File: config.mk
export PLATFORM = sky130hd
export DESIGN_NAME = dag_unit
export DESIGN_NICKNAME = d
export VERILOG_FILES = /design/src/dag_pkg.sv /design/src/dag_unit.sv
export SDC_FILE = /design/constraint.sdc
export NUM_CORES = 1
export LEC_CHECK = 0
export CAP_MARGIN = 20
export CORE_MARGIN = 1.5
export CORE_UTILIZATION = 64
export DETAILED_ROUTE_END_ITERATION = 6
export DONT_BUFFER_PORTS = 1
export GPL_ROUTABILITY_DRIVEN = 1
export PLACE_DENSITY = 0.87
export SETUP_SLACK_MARGIN = 0.2
export SYNTH_ARGS = -nofsm -noshare
export SYNTH_HDL_FRONTEND = slang
export SYNTH_SLANG_ARGS = --single-unit
File: constraint.sdc
create_clock -name clk -period 9.8 [get_ports clk]
set_input_delay 0 -clock clk [delete_from_list [all_inputs] [get_ports clk]]
set_output_delay 0 -clock clk [all_outputs]
set_load 0.03 [all_outputs]
File: src/dag_pkg.sv
package dag_pkg;

	// Data and program address widths, pointer pair count
	localparam int ADDR_W = 12;
	localparam int BYTE_W = 8;
	localparam int BANK_W = 4;
	localparam int PROG_W = 20;
	localparam int NUM_PTR = 3;

	// Common access bank split and the banks it folds onto
	localparam logic [7:0] ACCESS_SPLIT = 8'h60;
	localparam logic [3:0] BANK_LOW = 4'h0;
	localparam logic [3:0] BANK_SFR = 4'hF;

	// Special register locations in the data map
	localparam logic [11:0] BANK_SEL_ADDR = 12'hFE0;
	localparam logic [11:0] PTR0_BASE = 12'hFE9;
	localparam logic [11:0] PTR1_BASE = 12'hFE1;
	localparam logic [11:0] PTR2_BASE = 12'hFD9;

	// Offsets of each pair's bytes and virtual operands from its base
	localparam logic [2:0] OFS_LOW = 3'h0;
	localparam logic [2:0] OFS_HIGH = 3'h1;
	localparam logic [2:0] OFS_ACC_OFFSET = 3'h2;
	localparam logic [2:0] OFS_PRE_INC = 3'h3;
	localparam logic [2:0] OFS_POST_DEC = 3'h4;
	localparam logic [2:0] OFS_POST_INC = 3'h5;
	localparam logic [2:0] OFS_INDIRECT = 3'h6;
	localparam logic [11:0] PAIR_SPAN = 12'h007;

	// Reset values, read padding and pointer step
	localparam logic [11:0] PTR_RESET = 12'h000;
	localparam logic [3:0] BANK_SEL_RESET = 4'h0;
	localparam logic [7:0] READ_ZERO = 8'h00;
	localparam logic [3:0] HIGH_PAD = 4'h0;
	localparam logic [11:0] PTR_STEP = 12'h001;

	// Kind of access seen through a pointer pair
	typedef enum logic [2:0] {
		DAG_VK_LOW = 3'b000,
		DAG_VK_HIGH = 3'b001,
		DAG_VK_ACC_OFFSET = 3'b010,
		DAG_VK_PRE_INC = 3'b011,
		DAG_VK_POST_DEC = 3'b100,
		DAG_VK_POST_INC = 3'b101,
		DAG_VK_INDIRECT = 3'b110,
		DAG_VK_NONE = 3'b111
	} dag_vkind_t;

endpackage

File: src/dag_unit.sv
`timescale 1ns/1ps
// How it works
// - Opcode low byte is the direct base address
// - Access bit one joins bank pointer and address
// - Access bit zero selects the common access bank
// - Full embedded address used, bank pointer ignored
// - Destination bit picks source register or accumulator
// - Three pointer pairs hold twelve-bit addresses
// - Virtual operands access location the pointer addresses
// - Plain indirect leaves the pointer unchanged
// - Post-decrement accesses then lowers pointer by one
// - Post-increment accesses then raises pointer by one
// - Pre-increment raises pointer then accesses location
// - Offset operand adds signed accumulator, nothing modified
// - Increments carry across the whole pointer pair
// - Pointer updates never touch arithmetic flags
// - Virtual operand through pointer reads zero
// - Write to virtual operand through pointer does nothing
// - Write landing on own pair stores, no stepping
// - Indirect reaches any bank through access operand
// - Pointer bytes are ordinary readable writable registers
// - Call and jump carry twenty-bit program address
// - Indexed literal mode only with extended set
// - Access bank splits bank zero and bank fifteen
// - Bank pointer keeps four bits, upper read zero
// - Unimplemented banks discard writes, read zero
module dag_unit #(
	parameter logic [15:0] IMPL_BANKS = 16'h800F
) (
	input wire logic clk, // Core clock
	input wire logic rst_n, // Synchronous reset, active low
	input wire logic ce, // Clock enable, freezes all state when low
	input wire logic ext_set_en, // Extended instruction set enable
	input wire logic req_valid, // Operand request this cycle
	input wire logic req_full, // Operand carries a full 12-bit address
	input wire logic req_access, // Access select bit of the opcode
	input wire logic [7:0] req_faddr, // Opcode low byte address
	input wire logic [11:0] req_laddr, // Embedded full address
	input wire logic req_has_dest, // Instruction has a destination bit
	input wire logic req_dest, // Destination bit
	input wire logic req_fix_acc, // Fixed destination is the accumulator
	input wire logic req_wr, // Request writes the operand
	input wire logic [7:0] req_wdata, // Write data
	input wire logic [7:0] acc, // Accumulator value
	input wire logic lit_valid, // Call or jump literal present
	input wire logic [19:0] lit_addr, // Program address from opcode
	output logic done_r, // Request resolved, one-cycle pulse
	output logic [11:0] mem_addr_r, // Resolved data address
	output logic mem_rd_r, // Data array read strobe
	output logic mem_wr_r, // Data array write strobe
	output logic [7:0] mem_wdata_r, // Data array write data
	output logic int_rd_r, // Read data comes from rd_data_r
	output logic [7:0] rd_data_r, // Internal register or forced zero
	output logic dest_acc_r, // Result goes to the accumulator
	output logic dest_file_r, // Result goes back to the source register
	output logic flags_ok_r, // ALU status may update for this request
	output logic prog_load_r, // Program address valid, pulse
	output logic [19:0] prog_addr_r, // Program memory target
	output logic idx_avail_r, // Indexed literal offset mode available
	output logic [3:0] bank_sel_r // Bank select pointer
);

	// Code of pair_of for an address outside every pointer pair
	localparam logic [1:0] NO_PAIR = 2'd3;

	if (IMPL_BANKS[dag_pkg::BANK_SFR] == 1'b0) begin : g_chk
		$error("dag_unit: the special register bank must be implemented");
	end
	// The low half of the common access bank lands in bank zero
	if (IMPL_BANKS[dag_pkg::BANK_LOW] == 1'b0) begin : g_chk_low
		$error("dag_unit: bank zero must be implemented");
	end
	if (dag_pkg::ADDR_W != dag_pkg::BANK_W + dag_pkg::BYTE_W) begin : g_chk_width
		$error("dag_unit: address width must be bank plus byte width");
	end
	// Pair lookups serve exactly three pairs, the fourth code means none
	if (dag_pkg::NUM_PTR != int'(NO_PAIR)) begin : g_chk_pairs
		$error("dag_unit: exactly three pointer pairs are supported");
	end
	// Operand offsets are decoded from three bits
	if ($clog2(dag_pkg::PAIR_SPAN) > $bits(dag_pkg::OFS_LOW)) begin : g_chk_span
		$error("dag_unit: a pair block must fit a three-bit offset");
	end
	// Overlapping blocks would make one address hit two pairs; the decode
	// expects pair two, then the bank pointer, pair one and pair zero upwards
	if (dag_pkg::PTR0_BASE - dag_pkg::PTR1_BASE < dag_pkg::PAIR_SPAN) begin : g_chk_ov01
		$error("dag_unit: pointer pairs zero and one overlap");
	end
	if (dag_pkg::PTR1_BASE - dag_pkg::PTR2_BASE < dag_pkg::PAIR_SPAN) begin : g_chk_ov12
		$error("dag_unit: pointer pairs one and two overlap");
	end
	if (dag_pkg::BANK_SEL_ADDR - dag_pkg::PTR2_BASE < dag_pkg::PAIR_SPAN
		|| dag_pkg::BANK_SEL_ADDR >= dag_pkg::PTR1_BASE) begin : g_chk_bsel
		$error("dag_unit: the bank pointer lies inside a pointer pair");
	end
	// A block running past the top of the map would wrap onto bank zero
	if (dag_pkg::PTR0_BASE > {dag_pkg::ADDR_W{1'b1}} - dag_pkg::PAIR_SPAN) begin : g_chk_top
		$error("dag_unit: pointer pair zero runs past the top of the map");
	end
	// Virtual operands must be reachable through the common access bank
	if (dag_pkg::PTR2_BASE[dag_pkg::ADDR_W-1 -: dag_pkg::BANK_W] != dag_pkg::BANK_SFR
		|| dag_pkg::PTR2_BASE[dag_pkg::BYTE_W-1:0] < dag_pkg::ACCESS_SPLIT) begin : g_chk_sfr
		$error("dag_unit: pointer pairs must sit in the upper access bank");
	end

	// Hit test against one pointer pair's block of seven locations
	function automatic logic in_pair(input logic [11:0] a, input logic [11:0] base);
		logic [11:0] d;
		d = a - base;
		return d < dag_pkg::PAIR_SPAN;
	endfunction

	// Offset of an address inside a pair's block
	function automatic logic [2:0] pair_ofs(input logic [11:0] a, input logic [11:0] base);
		logic [11:0] d;
		d = a - base;
		return d[2:0];
	endfunction

	// Which pair an address falls in, 3 when none
	function automatic logic [1:0] pair_of(input logic [11:0] a);
		logic [1:0] p;
		p = NO_PAIR;
		if (in_pair(a, dag_pkg::PTR0_BASE)) begin
			p = 2'd0;
		end else if (in_pair(a, dag_pkg::PTR1_BASE)) begin
			p = 2'd1;
		end else if (in_pair(a, dag_pkg::PTR2_BASE)) begin
			p = 2'd2;
		end
		return p;
	endfunction

	function automatic logic [11:0] pair_base(input logic [1:0] p);
		logic [11:0] b;
		b = dag_pkg::PTR0_BASE;
		if (p == 2'd1) begin
			b = dag_pkg::PTR1_BASE;
		end else if (p == 2'd2) begin
			b = dag_pkg::PTR2_BASE;
		end
		return b;
	endfunction

	// Classify an address as a pointer byte, virtual operand or neither
	function automatic dag_pkg::dag_vkind_t vkind(input logic [11:0] a);
		logic [1:0] p;
		dag_pkg::dag_vkind_t k;
		p = pair_of(a);
		k = dag_pkg::DAG_VK_NONE;
		if (p != NO_PAIR) begin
			k = dag_pkg::dag_vkind_t'(pair_ofs(a, pair_base(p)));
		end
		return k;
	endfunction

	function automatic logic is_virtual(input dag_pkg::dag_vkind_t k);
		return k != dag_pkg::DAG_VK_NONE && k != dag_pkg::DAG_VK_LOW
			&& k != dag_pkg::DAG_VK_HIGH;
	endfunction

	logic [11:0] ptr_r [dag_pkg::NUM_PTR];
	logic [11:0] ptr_nxt [dag_pkg::NUM_PTR];
	logic [3:0] bank_sel_nxt;

	// Direct address formation
	wire logic low_half = req_faddr < dag_pkg::ACCESS_SPLIT;
	// common bank folds onto bank zero and bank fifteen
	wire logic [3:0] access_bank = low_half ? dag_pkg::BANK_LOW : dag_pkg::BANK_SFR;
	wire logic [11:0] banked_addr = {bank_sel_r, req_faddr};
	// common bank ignores the bank pointer
	wire logic [11:0] forced_addr = {access_bank, req_faddr};
	// opcode byte is the base of both direct forms
	wire logic [11:0] short_addr = req_access ? banked_addr : forced_addr;
	// embedded full address bypasses the bank pointer
	wire logic [11:0] dir_addr = req_full ? req_laddr : short_addr;

	// First level: does the operand name a virtual operand
	wire dag_pkg::dag_vkind_t kind1 = vkind(dir_addr);
	wire logic [1:0] pair1 = pair_of(dir_addr);
	// virtual operands redirect through their pointer pair
	wire logic virt1 = is_virtual(kind1);
	wire logic [1:0] psel = virt1 ? pair1 : 2'd0;
	wire logic [11:0] ptr_cur = ptr_r[psel];
	// Accumulator taken as two's complement
	wire logic [11:0] acc_sext = {{4{acc[7]}}, acc};

	// arithmetic on the whole pair carries across bytes
	// twelve-bit wrap keeps unused high bits at zero
	wire logic [11:0] ptr_inc = ptr_cur + dag_pkg::PTR_STEP;
	wire logic [11:0] ptr_dec = ptr_cur - dag_pkg::PTR_STEP;
	// signed accumulator offset, pointer and accumulator kept
	// Offset wraps within twelve bits just like the stepping
	wire logic [11:0] ptr_plus_acc = ptr_cur + acc_sext;

	logic [11:0] ind_addr;
	always_comb begin
		unique case (kind1)
			dag_pkg::DAG_VK_PRE_INC: ind_addr = ptr_inc;
			dag_pkg::DAG_VK_ACC_OFFSET: ind_addr = ptr_plus_acc;
			// plain indirect and post forms use the current value
			default: ind_addr = ptr_cur;
		endcase
	end

	// pointer address reaches any bank, bank pointer unused
	wire logic [11:0] eff_addr = virt1 ? ind_addr : dir_addr;

	// Second level: what the resolved address lands on
	wire dag_pkg::dag_vkind_t kind2 = vkind(eff_addr);
	wire logic [1:0] pair2 = pair_of(eff_addr);
	// virtual operand reached through a pointer
	wire logic nested = virt1 && is_virtual(kind2);
	wire logic hit_ptr_low = kind2 == dag_pkg::DAG_VK_LOW;
	wire logic hit_ptr_high = kind2 == dag_pkg::DAG_VK_HIGH;
	wire logic hit_ptr = hit_ptr_low || hit_ptr_high;
	wire logic hit_bank_sel = eff_addr == dag_pkg::BANK_SEL_ADDR;
	wire logic hit_int = hit_ptr || hit_bank_sel;
	// only implemented banks reach the data array
	wire logic bank_ok = IMPL_BANKS[eff_addr[11:8]];
	wire logic mem_ok = !nested && !hit_int && bank_ok;

	wire logic go = req_valid && ce;
	wire logic wr_ok = go && req_wr && !nested;
	// direct or indirect writes to pointer bytes
	wire logic wr_ptr = wr_ok && hit_ptr;
	wire logic wr_bank_sel = wr_ok && hit_bank_sel;

	// writing onto its own pair suppresses stepping
	wire logic own_pair_wr = wr_ptr && pair2 == pair1;
	wire logic step_kind = kind1 == dag_pkg::DAG_VK_PRE_INC
		|| kind1 == dag_pkg::DAG_VK_POST_INC || kind1 == dag_pkg::DAG_VK_POST_DEC;
	// Nested writes are no-operations, so they do not step the pointer either
	wire logic step = go && virt1 && step_kind && !own_pair_wr
		&& !(nested && req_wr);
	wire logic [11:0] ptr_stepped = kind1 == dag_pkg::DAG_VK_POST_DEC ? ptr_dec : ptr_inc;

	// internal register read data
	// Clamp keeps the index inside the array when no pair is hit
	wire logic [11:0] ptr_hit = ptr_r[pair2 == NO_PAIR ? 2'd0 : pair2];
	wire logic [7:0] ptr_byte = hit_ptr_low ? ptr_hit[7:0] : {dag_pkg::HIGH_PAD, ptr_hit[11:8]};
	// upper bits of the bank pointer read as zero
	wire logic [7:0] bank_byte = {dag_pkg::HIGH_PAD, bank_sel_r};
	wire logic [7:0] int_byte = hit_bank_sel ? bank_byte : ptr_byte;
	// nested reads and unimplemented reads give zero
	wire logic [7:0] rd_byte = mem_ok || !hit_int || nested ? dag_pkg::READ_ZERO : int_byte;
	// Internal registers never reach the array, its copy there stays stale
	wire logic int_rd = !mem_ok;

	// destination selection
	// Without a destination bit the instruction fixes it through req_fix_acc
	wire logic to_file = req_has_dest ? req_dest : !req_fix_acc;

	always_comb begin
		for (int i = 0; i < dag_pkg::NUM_PTR; i++) begin
			ptr_nxt[i] = ptr_r[i];
			// pair written one byte at a time, high keeps four bits
			if (wr_ptr && pair2 == 2'(i)) begin
				if (hit_ptr_low) begin
					ptr_nxt[i] = {ptr_r[i][11:8], req_wdata};
				end else begin
					ptr_nxt[i] = {req_wdata[3:0], ptr_r[i][7:0]};
				end
			end else if (step && pair1 == 2'(i)) begin
				ptr_nxt[i] = ptr_stepped;
			end
		end
	end

	// only the low four bits are stored
	assign bank_sel_nxt = wr_bank_sel ? req_wdata[3:0] : bank_sel_r;

	// Pointers and bank pointer share one enable, so a frozen core sees a stable map
	always_ff @(posedge clk) begin
		if (!rst_n) begin
			for (int i = 0; i < dag_pkg::NUM_PTR; i++) begin
				ptr_r[i] <= dag_pkg::PTR_RESET;
			end
			bank_sel_r <= dag_pkg::BANK_SEL_RESET;
		end else if (ce) begin
			for (int i = 0; i < dag_pkg::NUM_PTR; i++) begin
				ptr_r[i] <= ptr_nxt[i];
			end
			bank_sel_r <= bank_sel_nxt;
		end
	end

	always_ff @(posedge clk) begin
		if (!rst_n) begin
			done_r <= 1'b0;
			mem_addr_r <= dag_pkg::PTR_RESET;
			mem_rd_r <= 1'b0;
			mem_wr_r <= 1'b0;
			mem_wdata_r <= dag_pkg::READ_ZERO;
		end else if (ce) begin
			// Address and data hold between requests so the core may sample late
			done_r <= req_valid;
			mem_addr_r <= req_valid ? eff_addr : mem_addr_r;
			mem_rd_r <= req_valid && mem_ok;
			// writes to unimplemented banks never strobe
			mem_wr_r <= req_valid && req_wr && mem_ok;
			mem_wdata_r <= req_valid ? req_wdata : mem_wdata_r;
		end
	end

	always_ff @(posedge clk) begin
		if (!rst_n) begin
			int_rd_r <= 1'b0;
			rd_data_r <= dag_pkg::READ_ZERO;
			dest_acc_r <= 1'b0;
			dest_file_r <= 1'b0;
			flags_ok_r <= 1'b0;
		end else if (ce) begin
			int_rd_r <= req_valid && int_rd;
			rd_data_r <= req_valid ? rd_byte : rd_data_r;
			dest_acc_r <= req_valid && !to_file;
			dest_file_r <= req_valid && to_file;
			// pointer stepping never feeds the flag update
			// flags update even when the bank is unimplemented
			flags_ok_r <= req_valid;
		end
	end

	always_ff @(posedge clk) begin
		if (!rst_n) begin
			prog_load_r <= 1'b0;
			prog_addr_r <= {dag_pkg::PROG_W{1'b0}};
			idx_avail_r <= 1'b0;
		end else if (ce) begin
			prog_load_r <= lit_valid;
			// Program address holds between literals
			prog_addr_r <= lit_valid ? lit_addr : prog_addr_r;
			// indexed literal mode only flagged, not decoded here
			idx_avail_r <= ext_set_en;
		end
	end

endmodule

# Word-level counts from Yosys, hierarchy flattened
# Memory sizes are Yosys's and may differ from the RTL's.
# Index checks and enable logic that the tools add are counted.
[totals] reg_bits=60 ram_bits=36 mem_bits_ro=16 inputBits=68 wordCells=171 n_memories=2
[mem_list] memory="ptr_r" words=3 word_bits=12 read_ports=2 rd_clocked_by_memory_dff=0 wr=3 line="dag_unit.sv:162" rtl="logic [11:0] ptr_r [dag_pkg::NUM_PTR];"
[mem_list] memory="(name not given)" words=16 word_bits=1 read_ports=1 rd_clocked_by_memory_dff=0 wr=0 line="dag_unit.sv:220" rtl="wire logic bank_ok = IMPL_BANKS[eff_addr[11:8]];"
[classes] addsub=11 magnitude_cmp=8 eq_ne=30 muxes=44 n_bitwise=6 reduce_logical=57
[ops] op="$mux 12" n=13
[ops] op="$lt 12x3->1 const B" n=6
[ops] op="$sub 12x12->12 const B" n=6
[ops] op="$mux 8" n=6
[ops] op="$logic_and 1x1->1" n=30
[ops] op="$ne 2x2->1 const B" n=14
[ops] op="$pmux 12 s2" n=1
[ops] op="$mux 3" n=6
[ops] op="$reduce_and 3->1" n=6
[ops] op="$mux 4" n=4
[ops] op="$add 12x1->12 const B" n=1
[ops] op="$add 12x12->12" n=1
[ops] op="$eq 12x12->1 const B" n=1
[ops] op="$mux 2" n=6
[ops] op="$sub 12x1->12 const B" n=1
[ops] op="$lt 8x7->1 const B" n=1
[ops] op="$mux 1" n=8
[ops] op="$logic_not 1->1" n=7
[ops] op="$eq 2x2->1 const B" n=3
[ops] op="$eq 3x2->1 const B" n=2
[ops] op="$eq 3x3->1 const B" n=2
[ops] op="$logic_or 1x1->1" n=6
[ops] op="$ne 3x1->1 const B" n=2
[ops] op="$ne 3x3->1 const B" n=2
[ops] op="other kinds (10)" n=21

# Depth between registers and ports, before layout
# An unclocked memory read counts as a cell.
[depth] depth_word=47 mapped_depth=41 mapped_depth_nobuf=30

# Worst setup path before layout
# No wires, ideal clock.
[synth_timing] path_kind="input to register" from="in req_full" to="mem ptr_r[1][0] (enable)" setup_ns=0.387 arrival_ns=7.560 t_required_ns=9.413 slack_ns=1.853 path_stages=37 cell_sequence="buf_6 > buf_4 > buf_6 > buf_2 > mux2_2 > clkbuf_1 > inv_1 > buf_2 > ha_1 > clkbuf_1 > xnor2_1 > and2_1 > or4_4 > nor4_2 > nand2_1 > or3_1 > and2_1 > buf_6 > ha_1 > inv_1 > fa_1 > inv_1 > a21o_1 > a21oi_1 > o21bai_1 > a21o_1 > a21boi_0 > xnor2_1 > a21oi_1 > nor2_1 > a221oi_1 > a21oi_1 > nand4_1 > o32a_1 > o21ai_2 > o21a_1 > o31ai_1"
[synth_lines] item="start: declaration" line="dag_unit.sv:35" rtl="input wire logic req_full,"
[synth_lines] item="end: declaration" line="dag_unit.sv:162"

==> flow_metrics.py <==
metrics = {
    "place": {
        "postPlaceCellArea_um2": 7890,
        "port_buffers": 0,
        "hpwlAfterDp_um": 19200,
        "finalWeightedCongestion": 1.05,
    },
    "drt": {
        "routed_wl_um": 27300,
        "drt-vias-per-instance": 7.48,
        "firstDrtPassIters": 7,
        "vias": 8701,
        "wire_per_inst_um": 23.5,
        "drc": 6,
        "ant_nets": 0,
        "drt_iter0_markers": 1716,
    },
    "clock_network": {
        "cts.clk_slew.worst_paths_ns": 0.06,
        "clk_path_buf_depth": 2,
        "h-tree-depth": 3,
        "clk_latency_ns": 0.35,
        "cts_made_buffers": 9,
        "cts_sinks": 96,
        "clock-root-buffer": "clkbuf_16",
        "cts_tree": "done",
    },
    "cells_and_area": {
        "final_cell_mix": "140 x nand2_1, 110 x nor2_1, 92 x a21oi_1",
        "final_util_pct": 71.3,
        "final_common_cell": "nand2_1",
        "fillers": 936,
        "drive_above_1_share_pct": 8.37,
        "num-nets-final": 1097,
        "synthToLayoutAreaGrowth_pct": 8.58,
        "final_area_um2": 8570,
    },
    "timing": {
        "slew_violations": 0,
        "fmax_mhz": 116,
        "maxSlewHeadroom_pct": 13.6,
        "worst_pin_slew_ns": 1.28,
        "period_share_pct": 88.2,
        "rsz0062_at_grt": "no",
        "finalCriticalPeriod_ns": 8.64,
        "finalHoldViolations": 0,
        "fin_skew_ns": 0.0105,
        "tns_ns": 0,
        "setup_violations": 0,
        "whs_ns": 0.0201,
    },
    "floorplanning": {
        "core-area_um2": 12000,
        "die_x_um": 114,
        "start_util_pct": 65.7,
        "dieArea_um2": 13000,
        "rows": 40,
        "die_h_um": 114,
        "io_pins": 129,
    },
    "yosys": {
        "async_flop_share_pct": 0,
        "yosys_warnings": 0,
        "postSynthCellCount": 1005,
        "synth-edff-count": 36,
        "synth_flop_cell": "dfxtp_1",
        "postSynthAreaPerCell_um2": 7.85,
        "syn-num-nets": 1092,
        "ys_ff_latch": 96,
        "seq_area_frac_synth_pct": 28.9,
        "netlist_area_um2": 7890,
        "yosysUniqueCellTypes": 93,
    },
    "global_routing": {
        "gr-total-overflow": 0,
        "antenna_found_initial": 1,
        "grt_pass1_wl_um": 41300,
        "grt_pass1_vias": 7892,
        "grt_max_degree": 51,
        "track_usage_pct": 40.9,
    },
    "power": {
        "finalPower_mw": 1.10,
        "powerDensity_nw_per_um2": 129,
        "peakVddDrop_mv": 0.118,
        "combPwrFrac_pct": 25.2,
        "p_sw_share_pct": 33.0,
        "clock_power_share_pct": 32.9,
        "seq_power_share_pct": 42.0,
        "power.switching_mw": 0.363,
        "p_int_mw": 0.738,
        "p_leak_nw": 2.97,
    },
    "setup_path": {
        "crit_required_ns": 9.80,
        "critPathCaptureType": "register",
        "crit_type": "register to register",
        "crit_fanout": 17,
        "arrival_ns": 8.64,
        "start_kind": "register",
    },
    "hold_path": {
        "hp-class": "primary input to register",
    },
    "outcome": {
        "status": "finished, violations left",
        "violations": "design-rule violations",
    },
    "job": {
        "cap_violations": 0,
    },
}
## per-layer routing
| metal | wire length [um] | vias to the layer above | track usage, % | part of all wire, % |
|---|---|---|---|---|
| met4 | 1730 | 0 | 21.9 | 6.3 |
| met3 | 3510 | 180 | 10.9 | 13 |
| met5 | 0 | - | 0 | 0 |
| met1 | 9970 | 4002 | 51.4 | 36 |
| met2 | 12100 | 738 | 64.2 | 44 |
| li1 | - | 3781 | - | - |
## kinds of logic after synthesis
family                     count (synthesis)  share of synthesized area [%]
and+or+nand+nor                          416                           25.1
AOI/OAI and AO/OA                        308                           27.4
DFF                                       96                           28.9
buffers and inverters                     82                           4.84
muxes                                     55                           7.47
xor gates and xnor gates                  29                           3.22
adders and majority gates                 19                           3.11
## registers in the layout, indices dropped and copies added, names as in the netlist
register	cells
bank_sel_r	4
dest_acc_r	1
dest_file_r	1
done_r	1
idx_avail_r	1
int_rd_r	1
mem_addr_r	12
mem_rd_r	1
mem_wdata_r	8
mem_wr_r	1
prog_addr_r	20
prog_load_r	1
ptr_r	36
rd_data_r	8
## path summary, 6_finish.rpt
check | startpoint | cells after the start | slack (ns) | end
worst max-delay path | bank_sel_r[2]$_SDFFE_PN0P_ | 27 | 1.16 | ptr_r[0][4]$_SDFFCE_PN0P_
worst min-delay path | req_wdata[0] | 3 | 0.02 | ptr_r[2][0]$_SDFFCE_PN0P_
worst max register to register | bank_sel_r[2]$_SDFFE_PN0P_ | 27 | 1.16 | ptr_r[0][4]$_SDFFCE_PN0P_
worst min register to register | prog_addr_r[7]$_SDFFE_PN0P_ | 2 | 0.61 | prog_addr_r[7]$_SDFFE_PN0P_
## Yosys cell counts (10+ instances only)
cell type	n	area share, %
a211oi_1	20	1.9
edfxtp_1	36	14
xnor2_1	21	2.3
nor2_1	110	5.2
o211ai_1	12	1.1
a21oi_1	92	5.8
nor3_1	27	1.7
mux2_2	12	1.7
o22ai_1	11	0.87
and2_1	22	1.7
nand2_1	140	6.7
mux2i_1	36	4.6
inv_1	21	1.0
dfxtp_1	60	15
o21ai_0	36	2.3
nand4_1	15	1.2
o31ai_1	10	0.95
nand2b_1	12	0.95
a31oi_1	14	1.1
clkbuf_1	32	1.5
buf_2	12	0.76
nand3_1	34	2.2
ha_1	18	2.9
## timing repair
item                                   4_1_cts  5_1_grt
endpoints found under the hold margin       59        0
buffers inserted                             0        0
resized for setup                            0        0
hold buffers                                35        0
## final cells by class
type	instances	area (um2)	area share [%]
inverters	26	100	1.17
clock buffers	14	265	3.10
flip-flops and latches	96	2280	26.6
well taps	147	184	2.15
clock inverters	2	38.8	0.453
multi-input cells	827	5240	61.1
repair buffers	50	458	5.35
diodes	1	2.50	0.0292
## worst max-delay path: stages (launching register included)
cell      delay [ns]
dfxtp_1         0.65
nor2b_1         0.13
o31ai_1         0.96
xnor2_1         0.23
nor4_2          0.46
nand2_1         0.49
or3_1           0.47
and2_1          0.29
ha_1            0.25
inv_1           0.07
fa_1            0.21
inv_1           0.06
a21o_1          0.15
a21oi_1         0.23
o21bai_1        0.09
a21o_1          0.20
a21boi_0        0.28
xnor2_1         0.12
a21oi_1         0.20
nor2_1          0.06
a221oi_1        0.48
a21oi_1         0.18
nand4_1         0.22
o32a_1          0.35
o21ai_2         0.13
o21a_1          0.33
or4_1           0.62
nand3_1         0.39
## power by group through the flow
stage	Sequential [mW]	Clock [mW]	Combinational, mW
finish	0.462	0.362	0.277
global placement	0.469	0	0.244
CTS	0.461	0.359	0.264
floorplan	0.464	0	0.197
detailed placement	0.470	0	0.248
global route	0.463	0.378	0.296
## through the flow
stage / setup slack (ns) / instances
finish: 1.16 / 1163
global route: 0.663 / 1163
CTS: 1.44 / 1159
detailed placement: 1.18 / 1108
global placement: 1.51 / 1108
floorplan: 1.85 / 1005
Power figures use the tool's default switching activity.
